===== config.mk =====
export PLATFORM = sky130hd
export DESIGN_NAME = sgps_top
export DESIGN_NICKNAME = d
export VERILOG_FILES = /design/src/shared/sgps_pkg.sv /design/src/hdl/sgps_sync.sv /design/src/hdl/sgps_timer.sv /design/src/hdl/sgps_top.sv
export VERILOG_INCLUDE_DIRS = /design/src /design/src/shared
export SDC_FILE = /design/constraint.sdc
export NUM_CORES = 1
export LEC_CHECK = 0
export ABC_AREA = 0
export BUFFER_PORTS_ARGS = -buffer_cell sky130_fd_sc_hd__buf_2
export CAP_MARGIN = 0
export CORE_MARGIN = 5
export CORE_UTILIZATION = 50
export CTS_CLUSTER_DIAMETER = 100
export DETAILED_ROUTE_END_ITERATION = 10
export HOLD_SLACK_MARGIN = 0.08
export PLACE_DENSITY_LB_ADDON = 0.15
export SYNTH_ARGS = -nofsm -noshare
export SYNTH_HDL_FRONTEND = slang
export SYNTH_HIERARCHICAL = 1
export SYNTH_SLANG_ARGS = --single-unit

===== constraint.sdc =====
create_clock -name clk -period 5 [get_ports clk]
set_clock_uncertainty 0.2 [all_clocks]
set_input_delay 0.25 -clock clk [delete_from_list [all_inputs] [get_ports clk]]
set_output_delay 0.25 -clock clk [all_outputs]
set_load 0.05 [all_outputs]

===== src/shared/sgps_defs.svh =====
/*
  Constants of the switchgear position supervisor: register offsets, field
  positions, reset values and timing figures.
  Assumes a 50 MHz system clock and a word-aligned plain register port.
*/
// Overview of operation
// - Separate close and open travel times held
// - Close command limited, cut at closed
// - Open command limited, cut at open
// - Close command starts timer, shows intermediate if closed contact wired
// - Feedback before expiry gives closed/open
// - Timer expiry without feedback gives faulty
// - Open command starts timer, shows intermediate if open contact wired
// - Position from contacts plus timer state
// - Code intermediate 0, open 1, closed 2, faulty 3
// - Contacts opposite give open or closed
// - Contacts equal: intermediate, then faulty
// - One contact wired sets single flag
// - Single contact supervises its own direction
// - Closed-only: close timed, success on closed
// - Single contact expiry gives faulty
// - Optional dwell shows intermediate, then end
// - No contact assigned gives faulty
// - Open-only: open timed, success on open
`ifndef SGPS_DEFS_SVH
`define SGPS_DEFS_SVH

`define SGPS_CLK_KHZ        50000
`define SGPS_TRAVEL_DEF_MS  100
`define SGPS_DWELL_DEF_MS   0

`define SGPS_ADDR_W         8
`define SGPS_OFS_CLOSE_T    8'h00
`define SGPS_OFS_OPEN_T     8'h04
`define SGPS_OFS_DWELL_T    8'h08
`define SGPS_OFS_CFG        8'h0C
`define SGPS_OFS_CMD        8'h10
`define SGPS_OFS_STAT       8'h14

`define SGPS_CFG_CLOSED_W   0
`define SGPS_CFG_OPEN_W     1
`define SGPS_CFG_RST        2'h3

`define SGPS_CMD_CLOSE      0
`define SGPS_CMD_OPEN       1

`define SGPS_ST_CODE        0
`define SGPS_ST_SINGLE      2
`define SGPS_ST_SUCCESS     3
`define SGPS_ST_CLOSE_CMD   4
`define SGPS_ST_OPEN_CMD    5
`define SGPS_ST_STATE       6

`endif


===== src/shared/sgps_pkg.sv =====
/*
  Types of the switchgear position supervisor: supervision states and the
  2-bit position code.
  Assumes the constants header is compiled alongside.
*/
package sgps_pkg;

  // Gray along idle -> move -> dwell; dwell -> idle flips both bits
  typedef enum logic [1:0] {
    SGPS_IDLE  = 2'h0,
    SGPS_MOVE  = 2'h1,
    SGPS_DWELL = 2'h3
  } sgps_state_t;

  typedef enum logic [1:0] {
    SGPS_POS_INTERM = 2'h0,
    SGPS_POS_OPEN   = 2'h1,
    SGPS_POS_CLOSED = 2'h2,
    SGPS_POS_FAULTY = 2'h3
  } sgps_pos_t;

endpackage


===== src/hdl/sgps_sync.sv =====
/*
  Three-stage synchroniser for the auxiliary contact pins with a two-stage
  agreement filter.
  Assumes asynchronous pin inputs and the single system clock.
*/
`timescale 1ns/1ps
`default_nettype none

module sgps_sync #(
  parameter int W = 2
) (
  input  wire logic         clk,    // System clock
  input  wire logic         rst_n,  // Synchronous reset, active low
  input  wire logic [W-1:0] din,    // Raw pin levels
  output logic      [W-1:0] dout    // Filtered levels
);

  logic [W-1:0] stage1_r;
  logic [W-1:0] stage2_r;
  logic [W-1:0] stage3_r;

  // A level change is taken only once stages two and three agree
  always_ff @(posedge clk) begin
    if (!rst_n) begin
      stage1_r <= '0;
      stage2_r <= '0;
      stage3_r <= '0;
      dout     <= '0;
    end else begin
      stage1_r <= din;
      stage2_r <= stage1_r;
      stage3_r <= stage2_r;
      for (int i = 0; i < W; i++) begin
        if (stage2_r[i] == stage3_r[i]) begin
          dout[i] <= stage3_r[i];
        end
      end
    end
  end

endmodule

`default_nettype wire


===== src/hdl/sgps_timer.sv =====
/*
  Travel and dwell tick counter. A start loads the first tick, each
  running cycle before expiry adds one, and expiry is a level once the limit is met.
  Assumes limit is stable while the counter runs.
*/
`timescale 1ns/1ps
`default_nettype none

module sgps_timer #(
  parameter int W = 32
) (
  input  wire logic         clk,      // System clock
  input  wire logic         rst_n,    // Synchronous reset, active low
  input  wire logic         start,    // Restart from the first tick
  input  wire logic         run,      // Count this cycle
  input  wire logic [W-1:0] limit,    // Terminal tick count
  output logic              expired,  // Limit reached
  output logic      [W-1:0] count     // Ticks counted so far
);

  logic [W-1:0] count_r;

  assign expired = (count_r >= limit);
  assign count   = count_r;

  always_ff @(posedge clk) begin
    if (!rst_n) begin
      count_r <= '0;
    end else if (start) begin
      count_r <= W'(1);
    end else if (run && !expired) begin
      count_r <= count_r + W'(1);
    end
  end

  a_timer_restart: assert property (@(posedge clk) disable iff (!rst_n)
    start |=> (count_r == W'(1)))
    else $error("timer not restarted by a new command");

endmodule

`default_nettype wire


===== src/hdl/sgps_top.sv =====
/*
  Switchgear position supervisor for one unit: validates the closed and open
  auxiliary contacts against close, open and dwell timers, drives the close
  and open command outputs and reports the position code.
  Assumes contacts arrive asynchronously on pins and software drives the
  plain register port on the system clock.
*/
`timescale 1ns/1ps
`default_nettype none
`include "sgps_defs.svh"

module sgps_top #(
  parameter int          TW            = 32,
  parameter logic [31:0] CLOSE_T_RESET = 32'(`SGPS_TRAVEL_DEF_MS * `SGPS_CLK_KHZ),
  parameter logic [31:0] OPEN_T_RESET  = 32'(`SGPS_TRAVEL_DEF_MS * `SGPS_CLK_KHZ),
  parameter logic [31:0] DWELL_T_RESET = 32'(`SGPS_DWELL_DEF_MS * `SGPS_CLK_KHZ)
) (
  input  wire logic                    clk,              // System clock, 50 MHz
  input  wire logic                    rst_n,            // Synchronous reset, active low
  input  wire logic [`SGPS_ADDR_W-1:0] regAddr,          // Register byte address
  input  wire logic [31:0]             regWrData,        // Write data
  input  wire logic                    regWr,            // Write strobe
  input  wire logic                    regRd,            // Read strobe
  output logic      [31:0]             regRdData,        // Read data, cycle after strobe
  input  wire logic                    auxClosedPin,     // Closed auxiliary contact
  input  wire logic                    auxOpenPin,       // Open auxiliary contact
  output logic                         closeCmd,         // Close relay drive
  output logic                         openCmd,          // Open relay drive
  output sgps_pkg::sgps_pos_t          posCode,          // Position code
  output logic                         posClosed,        // Closed indication
  output logic                         posOpen,          // Open indication
  output logic                         posInterm,        // Intermediate indication
  output logic                         posFaulty,        // Faulty indication
  output logic                         oneContactFlag,   // Only one contact wired
  output logic                         switchingSuccess  // Last supervised move succeeded
);
  import sgps_pkg::*;

  logic [TW-1:0] closeTime_r;
  logic [TW-1:0] openTime_r;
  logic [TW-1:0] dwellTime_r;
  logic          cfgClosedW_r;
  logic          cfgOpenW_r;
  sgps_state_t   state_r;
  sgps_state_t   state_nxt;
  logic          dirClose_r;
  logic          dirClose_nxt;
  logic          faultLatch_r;
  logic          faultLatch_nxt;
  logic          assumeLatch_r;
  logic          assumeLatch_nxt;
  logic          success_r;
  logic          success_nxt;
  sgps_pos_t     pos_r;
  sgps_pos_t     pos_nxt;
  logic          closeCmd_r;
  logic          openCmd_r;
  logic          single_r;
  logic [31:0]   rdData_r;
  logic [TW-1:0] cmdAge_r;

  // Contact inputs, filtered
  logic [1:0] auxSync;
  wire        cSt = auxSync[0];
  wire        oSt = auxSync[1];

  sgps_sync #(
    .W    (2)
  ) u_sync (
    .clk  (clk),
    .rst_n(rst_n),
    .din  ({auxOpenPin, auxClosedPin}),
    .dout (auxSync)
  );

  // Register port decode
  wire selCloseT = (regAddr == `SGPS_OFS_CLOSE_T);
  wire selOpenT  = (regAddr == `SGPS_OFS_OPEN_T);
  wire selDwellT = (regAddr == `SGPS_OFS_DWELL_T);
  wire selCfg    = (regAddr == `SGPS_OFS_CFG);
  wire selCmd    = (regAddr == `SGPS_OFS_CMD);
  wire selStat   = (regAddr == `SGPS_OFS_STAT);

  // Open has priority when both command bits are written at once
  wire cmdOpen  = regWrData[`SGPS_CMD_OPEN];
  wire cmdClose = regWrData[`SGPS_CMD_CLOSE];
  wire cmdWrite = regWr && selCmd && (cmdOpen || cmdClose);

  // Wiring modes
  wire bothWired   = cfgClosedW_r && cfgOpenW_r;
  wire singleWired = cfgClosedW_r ^ cfgOpenW_r;
  wire wiredVal    = cfgClosedW_r ? cSt : oSt;
  wire sgps_pos_t wiredPos = cfgClosedW_r ? SGPS_POS_CLOSED : SGPS_POS_OPEN;
  wire sgps_pos_t otherPos = cfgClosedW_r ? SGPS_POS_OPEN : SGPS_POS_CLOSED;

  // Only the direction whose contact is wired is supervised
  wire supervised = dirClose_r ? cfgClosedW_r : cfgOpenW_r;

  function automatic logic reached(input logic dirC, input logic c, input logic o,
                                   input logic wC, input logic wO);
    if (dirC) begin
      reached = wC && c && (!wO || !o);
    end else begin
      reached = wO && o && (!wC || !c);
    end
  endfunction

  wire targetSeen = reached(dirClose_r, cSt, oSt, cfgClosedW_r, cfgOpenW_r);

  // Shared timer: travel limit while moving, dwell limit while dwelling
  logic          timerStart;
  logic          timerExp;
  logic [TW-1:0] timerCount;
  wire  [TW-1:0] travelLimit = dirClose_r ? closeTime_r : openTime_r;
  wire  [TW-1:0] timerLimit  = (state_r == SGPS_DWELL) ? dwellTime_r : travelLimit;
  wire           dwellSet    = (dwellTime_r != '0);

  sgps_timer #(
    .W      (TW)
  ) u_timer (
    .clk    (clk),
    .rst_n  (rst_n),
    .start  (timerStart),
    .run    (state_r != SGPS_IDLE),
    .limit  (timerLimit),
    .expired(timerExp),
    .count  (timerCount)
  );

  // Supervision sequence
  always_comb begin
    state_nxt       = state_r;
    dirClose_nxt    = dirClose_r;
    timerStart      = 1'b0;
    faultLatch_nxt  = faultLatch_r && !wiredVal;
    assumeLatch_nxt = assumeLatch_r && !wiredVal;
    success_nxt     = success_r;
    case (state_r)
      SGPS_IDLE: begin
        state_nxt = SGPS_IDLE;
      end
      SGPS_MOVE: begin
        if (targetSeen) begin
          state_nxt   = SGPS_IDLE;
          success_nxt = supervised;
        end else if (timerExp) begin
          if (singleWired && supervised && dwellSet) begin
            state_nxt  = SGPS_DWELL;
            timerStart = 1'b1;
          end else begin
            state_nxt      = SGPS_IDLE;
            faultLatch_nxt = singleWired && supervised;
          end
        end
      end
      SGPS_DWELL: begin
        if (targetSeen) begin
          state_nxt   = SGPS_IDLE;
          success_nxt = 1'b1;
        end else if (timerExp) begin
          state_nxt       = SGPS_IDLE;
          assumeLatch_nxt = 1'b1;
        end
      end
      default: begin
        state_nxt = SGPS_IDLE;
      end
    endcase
    // A new command restarts supervision from scratch
    if (cmdWrite) begin
      state_nxt       = SGPS_MOVE;
      dirClose_nxt    = !cmdOpen;
      timerStart      = 1'b1;
      faultLatch_nxt  = 1'b0;
      assumeLatch_nxt = 1'b0;
      success_nxt     = 1'b0;
    end
  end

  // Position evaluation from contacts and timer state
  always_comb begin
    pos_nxt = SGPS_POS_FAULTY;
    if (!cfgClosedW_r && !cfgOpenW_r) begin
      pos_nxt = SGPS_POS_FAULTY;
    end else if (bothWired) begin
      if (cSt && !oSt) begin
        pos_nxt = SGPS_POS_CLOSED;
      end else if (!cSt && oSt) begin
        pos_nxt = SGPS_POS_OPEN;
      end else if (state_r == SGPS_MOVE && !timerExp) begin
        pos_nxt = SGPS_POS_INTERM;
      end else begin
        pos_nxt = SGPS_POS_FAULTY;
      end
    end else if (state_r == SGPS_MOVE && supervised) begin
      pos_nxt = wiredVal ? wiredPos : SGPS_POS_INTERM;
    end else if (state_r == SGPS_DWELL) begin
      pos_nxt = SGPS_POS_INTERM;
    end else if (faultLatch_r) begin
      pos_nxt = SGPS_POS_FAULTY;
    end else if (assumeLatch_r) begin
      pos_nxt = wiredPos;
    end else begin
      pos_nxt = wiredVal ? wiredPos : otherPos;
    end
  end

  // Relay drive lasts as long as the move; a reached end drops it at once
  wire closeCmd_nxt = (state_nxt == SGPS_MOVE) && dirClose_nxt;
  wire openCmd_nxt  = (state_nxt == SGPS_MOVE) && !dirClose_nxt;

  always_ff @(posedge clk) begin
    if (!rst_n) begin
      state_r       <= SGPS_IDLE;
      dirClose_r    <= 1'b0;
      faultLatch_r  <= 1'b0;
      assumeLatch_r <= 1'b0;
      success_r     <= 1'b0;
      pos_r         <= SGPS_POS_INTERM;
      closeCmd_r    <= 1'b0;
      openCmd_r     <= 1'b0;
      single_r      <= 1'b0;
    end else begin
      state_r       <= state_nxt;
      dirClose_r    <= dirClose_nxt;
      faultLatch_r  <= faultLatch_nxt;
      assumeLatch_r <= assumeLatch_nxt;
      success_r     <= success_nxt;
      pos_r         <= pos_nxt;
      closeCmd_r    <= closeCmd_nxt;
      openCmd_r     <= openCmd_nxt;
      single_r      <= singleWired;
    end
  end

  // Settings registers
  always_ff @(posedge clk) begin
    if (!rst_n) begin
      closeTime_r  <= TW'(CLOSE_T_RESET);
      openTime_r   <= TW'(OPEN_T_RESET);
      dwellTime_r  <= TW'(DWELL_T_RESET);
      cfgClosedW_r <= 1'(`SGPS_CFG_RST >> `SGPS_CFG_CLOSED_W);
      cfgOpenW_r   <= 1'(`SGPS_CFG_RST >> `SGPS_CFG_OPEN_W);
    end else if (regWr) begin
      if (selCloseT) begin
        closeTime_r <= regWrData[TW-1:0];
      end
      if (selOpenT) begin
        openTime_r <= regWrData[TW-1:0];
      end
      if (selDwellT) begin
        dwellTime_r <= regWrData[TW-1:0];
      end
      if (selCfg) begin
        cfgClosedW_r <= regWrData[`SGPS_CFG_CLOSED_W];
        cfgOpenW_r   <= regWrData[`SGPS_CFG_OPEN_W];
      end
    end
  end

  // Read path; unmapped addresses and the command word read as zero
  wire [31:0] statWord = {24'h00_0000, state_r, openCmd_r, closeCmd_r,
                          success_r, single_r, pos_r};
  wire [31:0] rdSel =
    selCloseT ? 32'(closeTime_r) :
    selOpenT  ? 32'(openTime_r)  :
    selDwellT ? 32'(dwellTime_r) :
    selCfg    ? {30'h0000_0000, cfgOpenW_r, cfgClosedW_r} :
    selStat   ? statWord : 32'h0000_0000;

  always_ff @(posedge clk) begin
    if (!rst_n) begin
      rdData_r <= 32'h0000_0000;
    end else begin
      rdData_r <= regRd ? rdSel : 32'h0000_0000;
    end
  end

  assign regRdData        = rdData_r;
  assign closeCmd         = closeCmd_r;
  assign openCmd          = openCmd_r;
  assign posCode          = pos_r;
  assign posClosed        = (pos_r == SGPS_POS_CLOSED);
  assign posOpen          = (pos_r == SGPS_POS_OPEN);
  assign posInterm        = (pos_r == SGPS_POS_INTERM);
  assign posFaulty        = (pos_r == SGPS_POS_FAULTY);
  assign oneContactFlag   = single_r;
  assign switchingSuccess = success_r;

  // Helper: cycles the close relay has been driven in the current move
  always_ff @(posedge clk) begin
    if (!rst_n || cmdWrite || !closeCmd_r) begin
      cmdAge_r <= '0;
    end else begin
      cmdAge_r <= cmdAge_r + TW'(1);
    end
  end

  a_close_cut_short: assert property (@(posedge clk) disable iff (!rst_n)
    (closeCmd_r && state_r == SGPS_MOVE && targetSeen && !cmdWrite) |=> !closeCmd_r)
    else $error("close drive not dropped at closed position");

  a_open_cut_short: assert property (@(posedge clk) disable iff (!rst_n)
    (openCmd_r && state_r == SGPS_MOVE && targetSeen && !cmdWrite) |=> !openCmd_r)
    else $error("open drive not dropped at open position");

  a_close_drive_bound: assert property (@(posedge clk) disable iff (!rst_n)
    (closeCmd_r && $stable(closeTime_r) && closeTime_r != '0) |-> (cmdAge_r < closeTime_r))
    else $error("close drive outlasted the close travel time");

  a_move_interm: assert property (@(posedge clk) disable iff (!rst_n)
    (bothWired && cmdWrite && !cmdOpen && closeTime_r > TW'(2))
      ##1 (cSt == oSt && !regWr) |=> posInterm)
    else $error("intermediate missing while travel timer runs");

  a_code_open: assert property (@(posedge clk) disable iff (!rst_n)
    (bothWired && !cSt && oSt && !(regWr && selCfg)) |=> (pos_r == SGPS_POS_OPEN))
    else $error("open contacts did not give code 1");

  a_code_closed: assert property (@(posedge clk) disable iff (!rst_n)
    (bothWired && cSt && !oSt && !(regWr && selCfg)) |=> (pos_r == SGPS_POS_CLOSED))
    else $error("closed contacts did not give code 2");

  a_equal_faulty: assert property (@(posedge clk) disable iff (!rst_n)
    (bothWired && cSt == oSt && state_r == SGPS_IDLE && !(regWr && selCfg)) |=> posFaulty)
    else $error("equal contacts with no timer did not give faulty");

  a_single_flag: assert property (@(posedge clk) disable iff (!rst_n)
    $stable(singleWired) |-> (oneContactFlag == singleWired))
    else $error("single contact flag does not follow wiring");

  a_dwell_interm: assert property (@(posedge clk) disable iff (!rst_n)
    (state_r == SGPS_DWELL && !cmdWrite) |=> posInterm)
    else $error("dwell did not show intermediate");

  a_success_set: assert property (@(posedge clk) disable iff (!rst_n)
    (state_r == SGPS_MOVE && targetSeen && supervised && !cmdWrite) |=> switchingSuccess)
    else $error("success flag not set on reaching the end position");

endmodule

`default_nettype wire


==> results of run 1 <==
-- worst max-delay path: stages (launching register included) --
cell      delay, ns
dfxtp_2        0.76
buf_12         0.27
mux2i_1        0.09
o21ai_0        0.14
inv_1          0.06
ha_1           0.32
nand4_1        0.11
or3_1          0.17
a21oi_1        0.07
o41ai_2        0.79
nand2_1        0.36
nand2_1        0.13
o21ai_0        0.15
nor2b_1        0.43
nand2b_1       0.10
o41ai_1        0.24
-- area by class of cell --
| cell class | count | area [um2] |
|---|---|---|
| well taps | 234 | 292.8 |
| flip-flops and latches | 181 | 3625 |
| repair buffers | 138 | 923.4 |
| clock buffers | 19 | 442.9 |
| clock inverters | 13 | 161.4 |
| multi-input cells | 885 | 5165 |
| fillers | 1743 | 7777 |
| inverters | 51 | 192.7 |
-- sequential cells by signal, indices dropped and copies added (netlist names), 32 cells and up --
| name | count |
|---|---|
| openTime_r | 32 |
| regRdData | 32 |
| u_timer/count | 32 |
| closeTime_r | 32 |
| dwellTime_r | 32 |
-- timing repair --
item                       in CTS  in global routing
hold buffers                   37                  0
hold endpoints to repair      105                  0
gates resized for setup         0                  1
setup endpoints to repair       0                 16
-- power breakdown --
group          leakage (nW)  switching, mW  internal [mW]  total [mW]
registers              1.46        0.00372           1.44        1.45
clock network         0.291          0.633          0.769        1.40
logic                  2.24         0.0938         0.0572       0.151
-- worst paths after layout --
check | cells past startpoint | endpoint | startpoint | slack, ns
min reg2reg | 1 | u_sync/stage2_r[0] | u_sync/stage1_r[0] | 0.25
max | 15 | u_timer/count[27] | dirClose_r | 0.50
min | 5 | regRdData[30] | regAddr[3] | 0.1
max reg2reg | 15 | u_timer/count[27] | dirClose_r | 0.50
-- cell usage in the layout (no fill, tap or decap), drive strengths merged, types with 3 or more instances in the layout --
master       count
nand2          260
dfxtp          181
a21oi          153
buf            101
nor2            67
mux2i           59
inv             58
o21ai           52
dlygate4sd3     37
ha              35
nand3           31
nand4           31
or4             21
o31ai           20
clkbuf          19
nor3            15
and2            14
nor2b           13
nand2b          13
nor4            11
and4             9
o41ai            8
a22oi            7
o311ai           6
o22ai            5
or3              5
mux2             4
o211ai           3
nand3b           3
o21a             3
and3             3
or4b             3
-- kinds of logic after synthesis --
group	synth area share, %
multiplexers	6.791
adder cells (fa/ha/maj)	4.679
flip-flops	38.72
buffers and inverters	6.190
AND/OR/NAND/NOR	25.78
AO/OA/AOI/OAI	17.85
-- metal layers --
| metal | track usage [%] | part of all wire [%] | vias up |
|---|---|---|---|
| li1 | - | - | 4370 |
| met1 | 32.16 | 44 | 4173 |
| met2 | 43.60 | 49 | 298 |
| met3 | 4.318 | 5.4 | 36 |
| met4 | 7.385 | 1.6 | 0 |
| met5 | 0 | 0 | - |
-- per-stage QoR --
stage | power (mW) | cells | utilization, % | hold WS [ns]
after floorplan | 1.555 | 1199 | - | 0.1740
after global placement | 1.608 | 1452 | 52.89 | 0.2272
after detailed placement | 1.608 | 1452 | 52.89 | 0.2338
after CTS | 3.010 | 1521 | 58.13 | 0.09016
after global routing | 3.092 | 1521 | 58.14 | 0.1063
final | 3.001 | 1521 | 58.14 | 0.09723
==> results.json, run 1 <==
{
  "required_ns": 5.14,
  "maxCapViolations": 0,
  "synth-main-ff-cell": "dfxtp_1",
  "grtUsageTotal_pct": 25.16,
  "leakage_nw": 3.990,
  "synth_top_area_share_pct": 38.72,
  "grt_max_degree": 57,
  "irDropWorstVdd_v": 0.0002383,
  "synthArstFlopShare_pct": 0,
  "setup.worst_path.start_class": "flop",
  "fin_nets": 1355,
  "critPathKind": "flop to flop",
  "die_h_um": 146.8,
  "finalSetupViolations": 0,
  "powerDensity_nw_per_um2": 277.8,
  "synth.area.top_cells": "dfxtp_1 39%, nand2_1 10%, a21oi_1 8.2%",
  "worst_slack_ns": 0.5040,
  "finish.instance_area_um2": 10800,
  "hp-class": "input pin to flop",
  "synth_common_cells": "260 x nand2_1, 181 x dfxtp_1, 153 x a21oi_1, 67 x nor2_1, 59 x mux2i_1",
  "grt_pass1_vias": 8496,
  "period_needed_ns": 4.496,
  "crit_arrival_ns": 4.63,
  "dr_total_vias": 8877,
  "synth_seq_cells": 181,
  "diodes": 0,
  "drive_gt1_share_pct": 12.74,
  "final.setup.tns_ns": 0,
  "io_pins": 88,
  "synthesis.area_um2": 9359,
  "gp_congestion": 0.8601,
  "grt_antenna_before_repair": 0,
  "portBuffers": 87,
  "syn2layout_area_growth_pct": 15.43,
  "synth-edff-count": 0,
  "initial_core_util_pct": 50.37,
  "finalHoldViolations": 0,
  "row_count": 50,
  "drc": 0,
  "clock_path_buffers": 2,
  "yosysSeqAreaShare_pct": 38.72,
  "syn_nets": 1280,
  "postSynthAreaPerCell_um2": 7.806,
  "overflow": 0,
  "htreeDepth": 4,
  "hpwl_mm": 17.92,
  "synth_most_common_cell": "nand2_1",
  "cts_buffers": 17,
  "dp_slack_ns": 0.5174,
  "dieWidth_um": 146.8,
  "yosys.cell_types.count": 63,
  "status": "complete, no violations",
  "cts_setup_buffers": 0,
  "rsz0062_at_grt": "no",
  "viasPerCell": 5.836,
  "cts_tree": "yes",
  "drt-initial-drc-count": 640,
  "yosysWarnings": 6,
  "yosysTopAreaCell": "dfxtp_1",
  "wire_per_inst_um": 18.01,
  "crit_fanout": 23,
  "place_area_um2": 9827,
  "clock_sinks": 181,
  "ant_nets": 0,
  "cts_root_buf": "clkbuf_16",
  "max_freq_mhz": 222.4,
  "clk_pin_slew_ns": 0.08,
  "slew_headroom_pct": 34.42,
  "clock_latency_ns": 0.45,
  "die_area_um2": 21550,
  "finalMaxSlewViolations": 0,
  "postRouteWirelength_mm": 27.39,
  "worstMarginPinSlew_ns": 0.9808,
  "fin_crit_sh_pct": 89.92,
  "core_region_area_um2": 18580,
  "drt_first_pass_iters": 6,
  "grt_pass1_wl_mm": 44.28,
  "synth_cells": 1199,
  "crit_path_end_kind": "flop"
}
No activity file was read; power rests on OpenSTA's default activity.
==> inputs of run 2 (changes only) <==
clock period = 4.2 ns   (was 5 ns; I/O delays follow)
==> run 2 against run 1 <==
Against the previous run: first-iteration DRC count is 20% lower; die area stayed put; wire length is 0.97% lower; non-clock buffer count is 11 higher; final cell count is 0.66% higher.
==> results.json, run 2 (synthesis gave the netlist of run 1 again) <==
{
  "period_needed_ns": 3.884,
  "syn2layout_area_growth_pct": 16.50,
  "die_h_um": 146.8,
  "powerDensity_nw_per_um2": 322.8,
  "status": "complete, no violations",
  "hp-class": "input pin to flop",
  "clock_latency_ns": 0.45,
  "drc": 0,
  "slew_headroom_pct": 33.17,
  "crit_fanout": 17,
  "gp_congestion": 0.8696,
  "rsz0062_at_grt": "no",
  "num-fill-cells": 1679,
  "crit_path_max_incr_delay_ns": 0.61,
  "hpwl_mm": 18.40,
  "drive_gt1_share_pct": 13.34,
  "dr_total_vias": 8831,
  "irDropWorstVdd_v": 0.0002670,
  "p_sw_mw": 0.8855,
  "postRouteWirelength_mm": 27.13,
  "final.setup.tns_ns": 0,
  "ant_nets": 0,
  "power_frac_comb_pct": 5.1,
  "htreeDepth": 4,
  "final_common_cell": "nand2_1",
  "grtUsageTotal_pct": 25.09,
  "diodes": 0,
  "wire_per_inst_um": 17.72,
  "io_pins": 88,
  "placed_cells": 1461,
  "power_frac_clock_pct": 45.9,
  "worstMarginPinSlew_ns": 1.002,
  "max_freq_mhz": 257.5,
  "pwr-share-seq_pct": 49.0,
  "overflow": 0,
  "critPathSlowestCell": "dfxtp_2",
  "crit_chain": "buf_12 -> mux2i_1 -> o21ai_0 -> inv_1 -> ha_1 -> nand4_1 -> nor3_1 -> a22oi_2 -> and2_1 -> nand2_1 -> nand2_1 -> o21ai_1 -> nand2b_1 -> buf_4 -> a21oi_1",
  "cts_buffers": 17,
  "finalHoldViolations": 0,
  "finalMaxSlewViolations": 0,
  "fin_nets": 1366,
  "critPathKind": "flop to flop",
  "layout.cells.non_filler": 1531,
  "regArea_um2": 3625,
  "swShare_pct": 25.16,
  "grt_antenna_before_repair": 0,
  "setup.worst_path.start_class": "flop",
  "grt_pass1_wl_mm": 44.53,
  "finalSetupViolations": 0,
  "clock_sinks": 181,
  "fin_crit_sh_pct": 92.47,
  "cp_common_cell": "nand2_1",
  "clock_path_buffers": 2,
  "cts_root_buf": "clkbuf_16",
  "leakage_nw": 4.058,
  "grt_pass1_vias": 8587,
  "dieWidth_um": 146.8,
  "multi_input_area_um2": 5174,
  "die_area_um2": 21550,
  "cts_setup_buffers": 0,
  "crit_path_end_kind": "flop",
  "grt_max_degree": 67,
  "p_int_mw": 2.634,
  "maxCapViolations": 0,
  "clk_pin_slew_ns": 0.07,
  "initial_core_util_pct": 50.37,
  "final_cell_mix": "260 x nand2_1, 180 x dfxtp_1, 153 x a21oi_1",
  "row_count": 50,
  "viasPerCell": 5.768,
  "required_ns": 4.32,
  "drt_first_pass_iters": 5,
  "crit_arrival_ns": 4.01,
  "core_region_area_um2": 18580,
  "cts_tree": "yes",
  "portBuffers": 87,
  "drt-initial-drc-count": 511
}
## run 2: timing repair
item                       4_1_cts  5_1_grt
resized for setup                0        5
hold buffers                    39        0
hold endpoints to repair       108        0
setup endpoints to repair        0       35
## run 2: cell type report
type,instances,share of cell area (%)
Multi-Input combinational cell,885,47.45
Sequential cell,181,33.25
Timing Repair Buffer,149,9.502
Clock buffer,17,3.902
Tap cell,234,2.685
Inverter,51,1.756
Clock inverter,14,1.457
## run 2: per-stage QoR
step	power [mW]	setup slack, ns	utilization (%)	area [um2]	hold slack [ns]
after floorplan	1.851	0.1690	-	9359	0.1340
after global placement	1.914	0.3399	53.36	9915	0.2303
after detailed placement	1.914	0.2257	53.36	9915	0.2309
after CTS	3.541	0.1840	58.61	10890	0.08159
after global routing	3.613	0.03744	58.68	10900	0.1003
final	3.519	0.3163	58.68	10900	0.08325
## run 2: metal layers
metal,global-route usage (%),part of all wire (%),vias up
li1,-,-,4379
met1,31.82,44,4147
met2,43.97,50,268
met3,3.948,4.8,37
met4,7.526,1.3,0
met5,0,0,-
## run 2: path summary, 6_finish.rpt
check	slack (ns)	from	to	depth (start not counted)
worst max-delay path	0.32	dirClose_r	u_timer/count[23]	15
worst min-delay path	0.08	rst_n	cfgOpenW_r	2
worst max register to register	0.32	dirClose_r	u_timer/count[23]	15
worst min register to register	0.25	u_sync/stage1_r[0]	u_sync/stage2_r[0]	1
## run 2: power by group through the flow
stage          clock network, mW  registers [mW]  logic, mW
6_report                    1.61            1.72      0.181
2_1_floorplan                  0            1.77     0.0842
3_3_place_gp                   0            1.76      0.150
5_1_grt                     1.70            1.72      0.193
3_5_place_dp                   0            1.76      0.150
4_1_cts                     1.64            1.72      0.178
## run 2: worst max-delay path, delay by kind of cell (launching register included)
kind,cells,cell delay [ns]
adders and majority gates,1,0.32
DFF,1,0.61
buffers and inverters,3,0.56
and+or+nand+nor,6,1.20
muxes,1,0.11
AOI/OAI and AO/OA,4,0.77
==> inputs of run 3 (changes only) <==
CORE_ASPECT_RATIO = 1.4   (was not set)
==> run 3 against run 2 <==
Against the previous run: combinational power about the same; critical path depth grew 1; global-route usage is 0.71 points higher; critical path type unchanged; largest cell class unchanged; largest power group unchanged; highest routed layer unchanged.
==> results.json, run 3 (synthesis gave the netlist of run 1 again) <==
{
  "finalMaxSlewViolations": 0,
  "cts_root_buf": "clkbuf_16",
  "clock_path_buffers": 2,
  "final_core_util_pct": 59.11,
  "core_region_area_um2": 18530,
  "irDropWorstVdd_v": 0.0002796,
  "crit_arrival_ns": 4.07,
  "fin_crit_sh_pct": 94.08,
  "grtUsageTotal_pct": 25.80,
  "ant_nets": 0,
  "die_h_um": 171.9,
  "gp_congestion": 0.8774,
  "maxCapViolations": 0,
  "rsz0062_at_grt": "yes",
  "clock_latency_ns": 0.45,
  "period_needed_ns": 3.951,
  "grt_pass1_vias": 8584,
  "grt_pass1_wl_mm": 45.04,
  "crit_chain": "and2_4 -> buf_4 -> nand2_1 -> o21ai_0 -> inv_1 -> ha_1 -> nand4_1 -> or3_1 -> a2111oi_2 -> o41ai_2 -> nand2_1 -> nand2_1 -> o21ai_0 -> nor2b_1 -> o311ai_0 -> o41ai_1",
  "critPathKind": "flop to flop",
  "finish.instance_area_um2": 10950,
  "finalSetupViolations": 0,
  "row_count": 59,
  "diodes": 0,
  "worst_slack_ns": 0.2486,
  "min-delay-start": "rst_n",
  "crit_path_max_incr_delay_ns": 0.49,
  "worstReg2RegEnd": "u_timer/count[29]",
  "place_area_um2": 9920,
  "dieWidth_um": 125.6,
  "clock_sinks": 181,
  "r2r_slack_ns": 0.25,
  "die_area_um2": 21590,
  "powerDensity_nw_per_um2": 325.6,
  "critPathSlowestCell": "dfxtp_1",
  "grt_antenna_before_repair": 0,
  "dp_slack_ns": 0.1659,
  "worstMarginPinSlew_ns": 0.7678,
  "slew_headroom_pct": 48.81,
  "clk_pin_slew_ns": 0.07,
  "fin_nets": 1368,
  "drt-initial-drc-count": 668,
  "cts_setup_buffers": 0,
  "drive_gt1_share_pct": 13.08,
  "io_pins": 88,
  "portBuffers": 87,
  "crit_fanout": 14,
  "required_ns": 4.31,
  "leakage_nw": 4.058,
  "hpwl_mm": 18.81,
  "final_cell_mix": "260 x nand2_1, 180 x dfxtp_1, 153 x a21oi_1",
  "rr_worst_depth": 16,
  "drc": 0,
  "fin_hold_ws_ns": 0.09597,
  "setup.worst_path.start_class": "flop",
  "cts_tree": "yes",
  "finalHoldViolations": 0,
  "drt_first_pass_iters": 5,
  "final_common_cell": "nand2_1",
  "critPathLaunch": "state_r[0]",
  "hp-class": "input pin to flop",
  "max_freq_mhz": 253.1,
  "wire_per_inst_um": 18.19,
  "overflow": 0,
  "dr_total_vias": 9006,
  "status": "complete, no violations",
  "postRouteWirelength_mm": 28.08,
  "initial_core_util_pct": 50.51,
  "endpoint": "u_timer/count[29]",
  "cts_buffers": 17,
  "num-fill-cells": 1715,
  "viasPerCell": 5.833,
  "grt_max_degree": 64,
  "crit_path_end_kind": "flop",
  "rr_startpoint": "state_r[0]",
  "htreeDepth": 4,
  "syn2layout_area_growth_pct": 17.02,
  "cp_common_cell": "nand2_1"
}
## run 3: cell types whose count changed in the layout (fill, tap and decap cells not counted), moves of 2 or more
cell / before / now
buf_4: 20 / 18
clkinv_4: 2 / 0
clkinvlp_4: 0 / 3
dlygate4sd3_1: 39 / 42
inv_6: 7 / 3
inv_8: 3 / 6
## run 3: worst min path at each step
| stage | cells past startpoint | endpoint |
|---|---|---|
| final | 2 | cfgOpenW_r |
| after CTS | 2 | cfgOpenW_r |
| after global placement | 1 | u_sync/stage2_r[1] |
| after floorplan | 2 | openTime_r[11] |
| after global routing | 3 | regRdData[3] |
| after detailed placement | 2 | u_sync/stage1_r[1] |
## run 3: power breakdown
group,internal (mW),switching (mW)
clock network,0.857,0.802
registers,1.72,0.00421
logic,0.0697,0.115
## run 3: what timing repair did
action,in CTS,in global routing
resized for setup,0,3
hold buffers,42,0
setup endpoints to repair,0,36
hold endpoints to repair,112,0
## run 3: stage by stage
step           TNS (ns)  total power, mW  cells
3_5_place_dp          0            1.916   1470
3_3_place_gp          0            1.916   1470
6_report              0            3.566   1544
2_1_floorplan         0            1.851   1199
5_1_grt        -0.05353            3.662   1544
4_1_cts               0            3.585   1544
## run 3: area by class of cell
class	count	area [um2]	area share, %
well taps	244	305.3	2.788
multi-input cells	885	5161	47.13
clock inverters	15	178.9	1.634
clock buffers	17	425.4	3.884
flip-flops and latches	181	3627	33.12
inverters	51	191.4	1.748
repair buffers	151	1062	9.700
## run 3: critical path, delay by kind of cell (launching register included)
| family | cells | cell delay [ns] |
|---|---|---|
| adders and majority gates | 1 | 0.33 |
| AOI/OAI and AO/OA | 6 | 1.19 |
| DFF | 1 | 0.49 |
| buffers and inverters | 2 | 0.30 |
| and+or+nand+nor | 7 | 1.31 |
## run 3: metal layers
metal  vias up  wire [um]  track usage (%)
li1       4375          -                -
met1      4310      12230            33.50
met2       284      13890            44.95
met3        37       1483            3.616
met5         -          0                0
met4         0        481            7.453
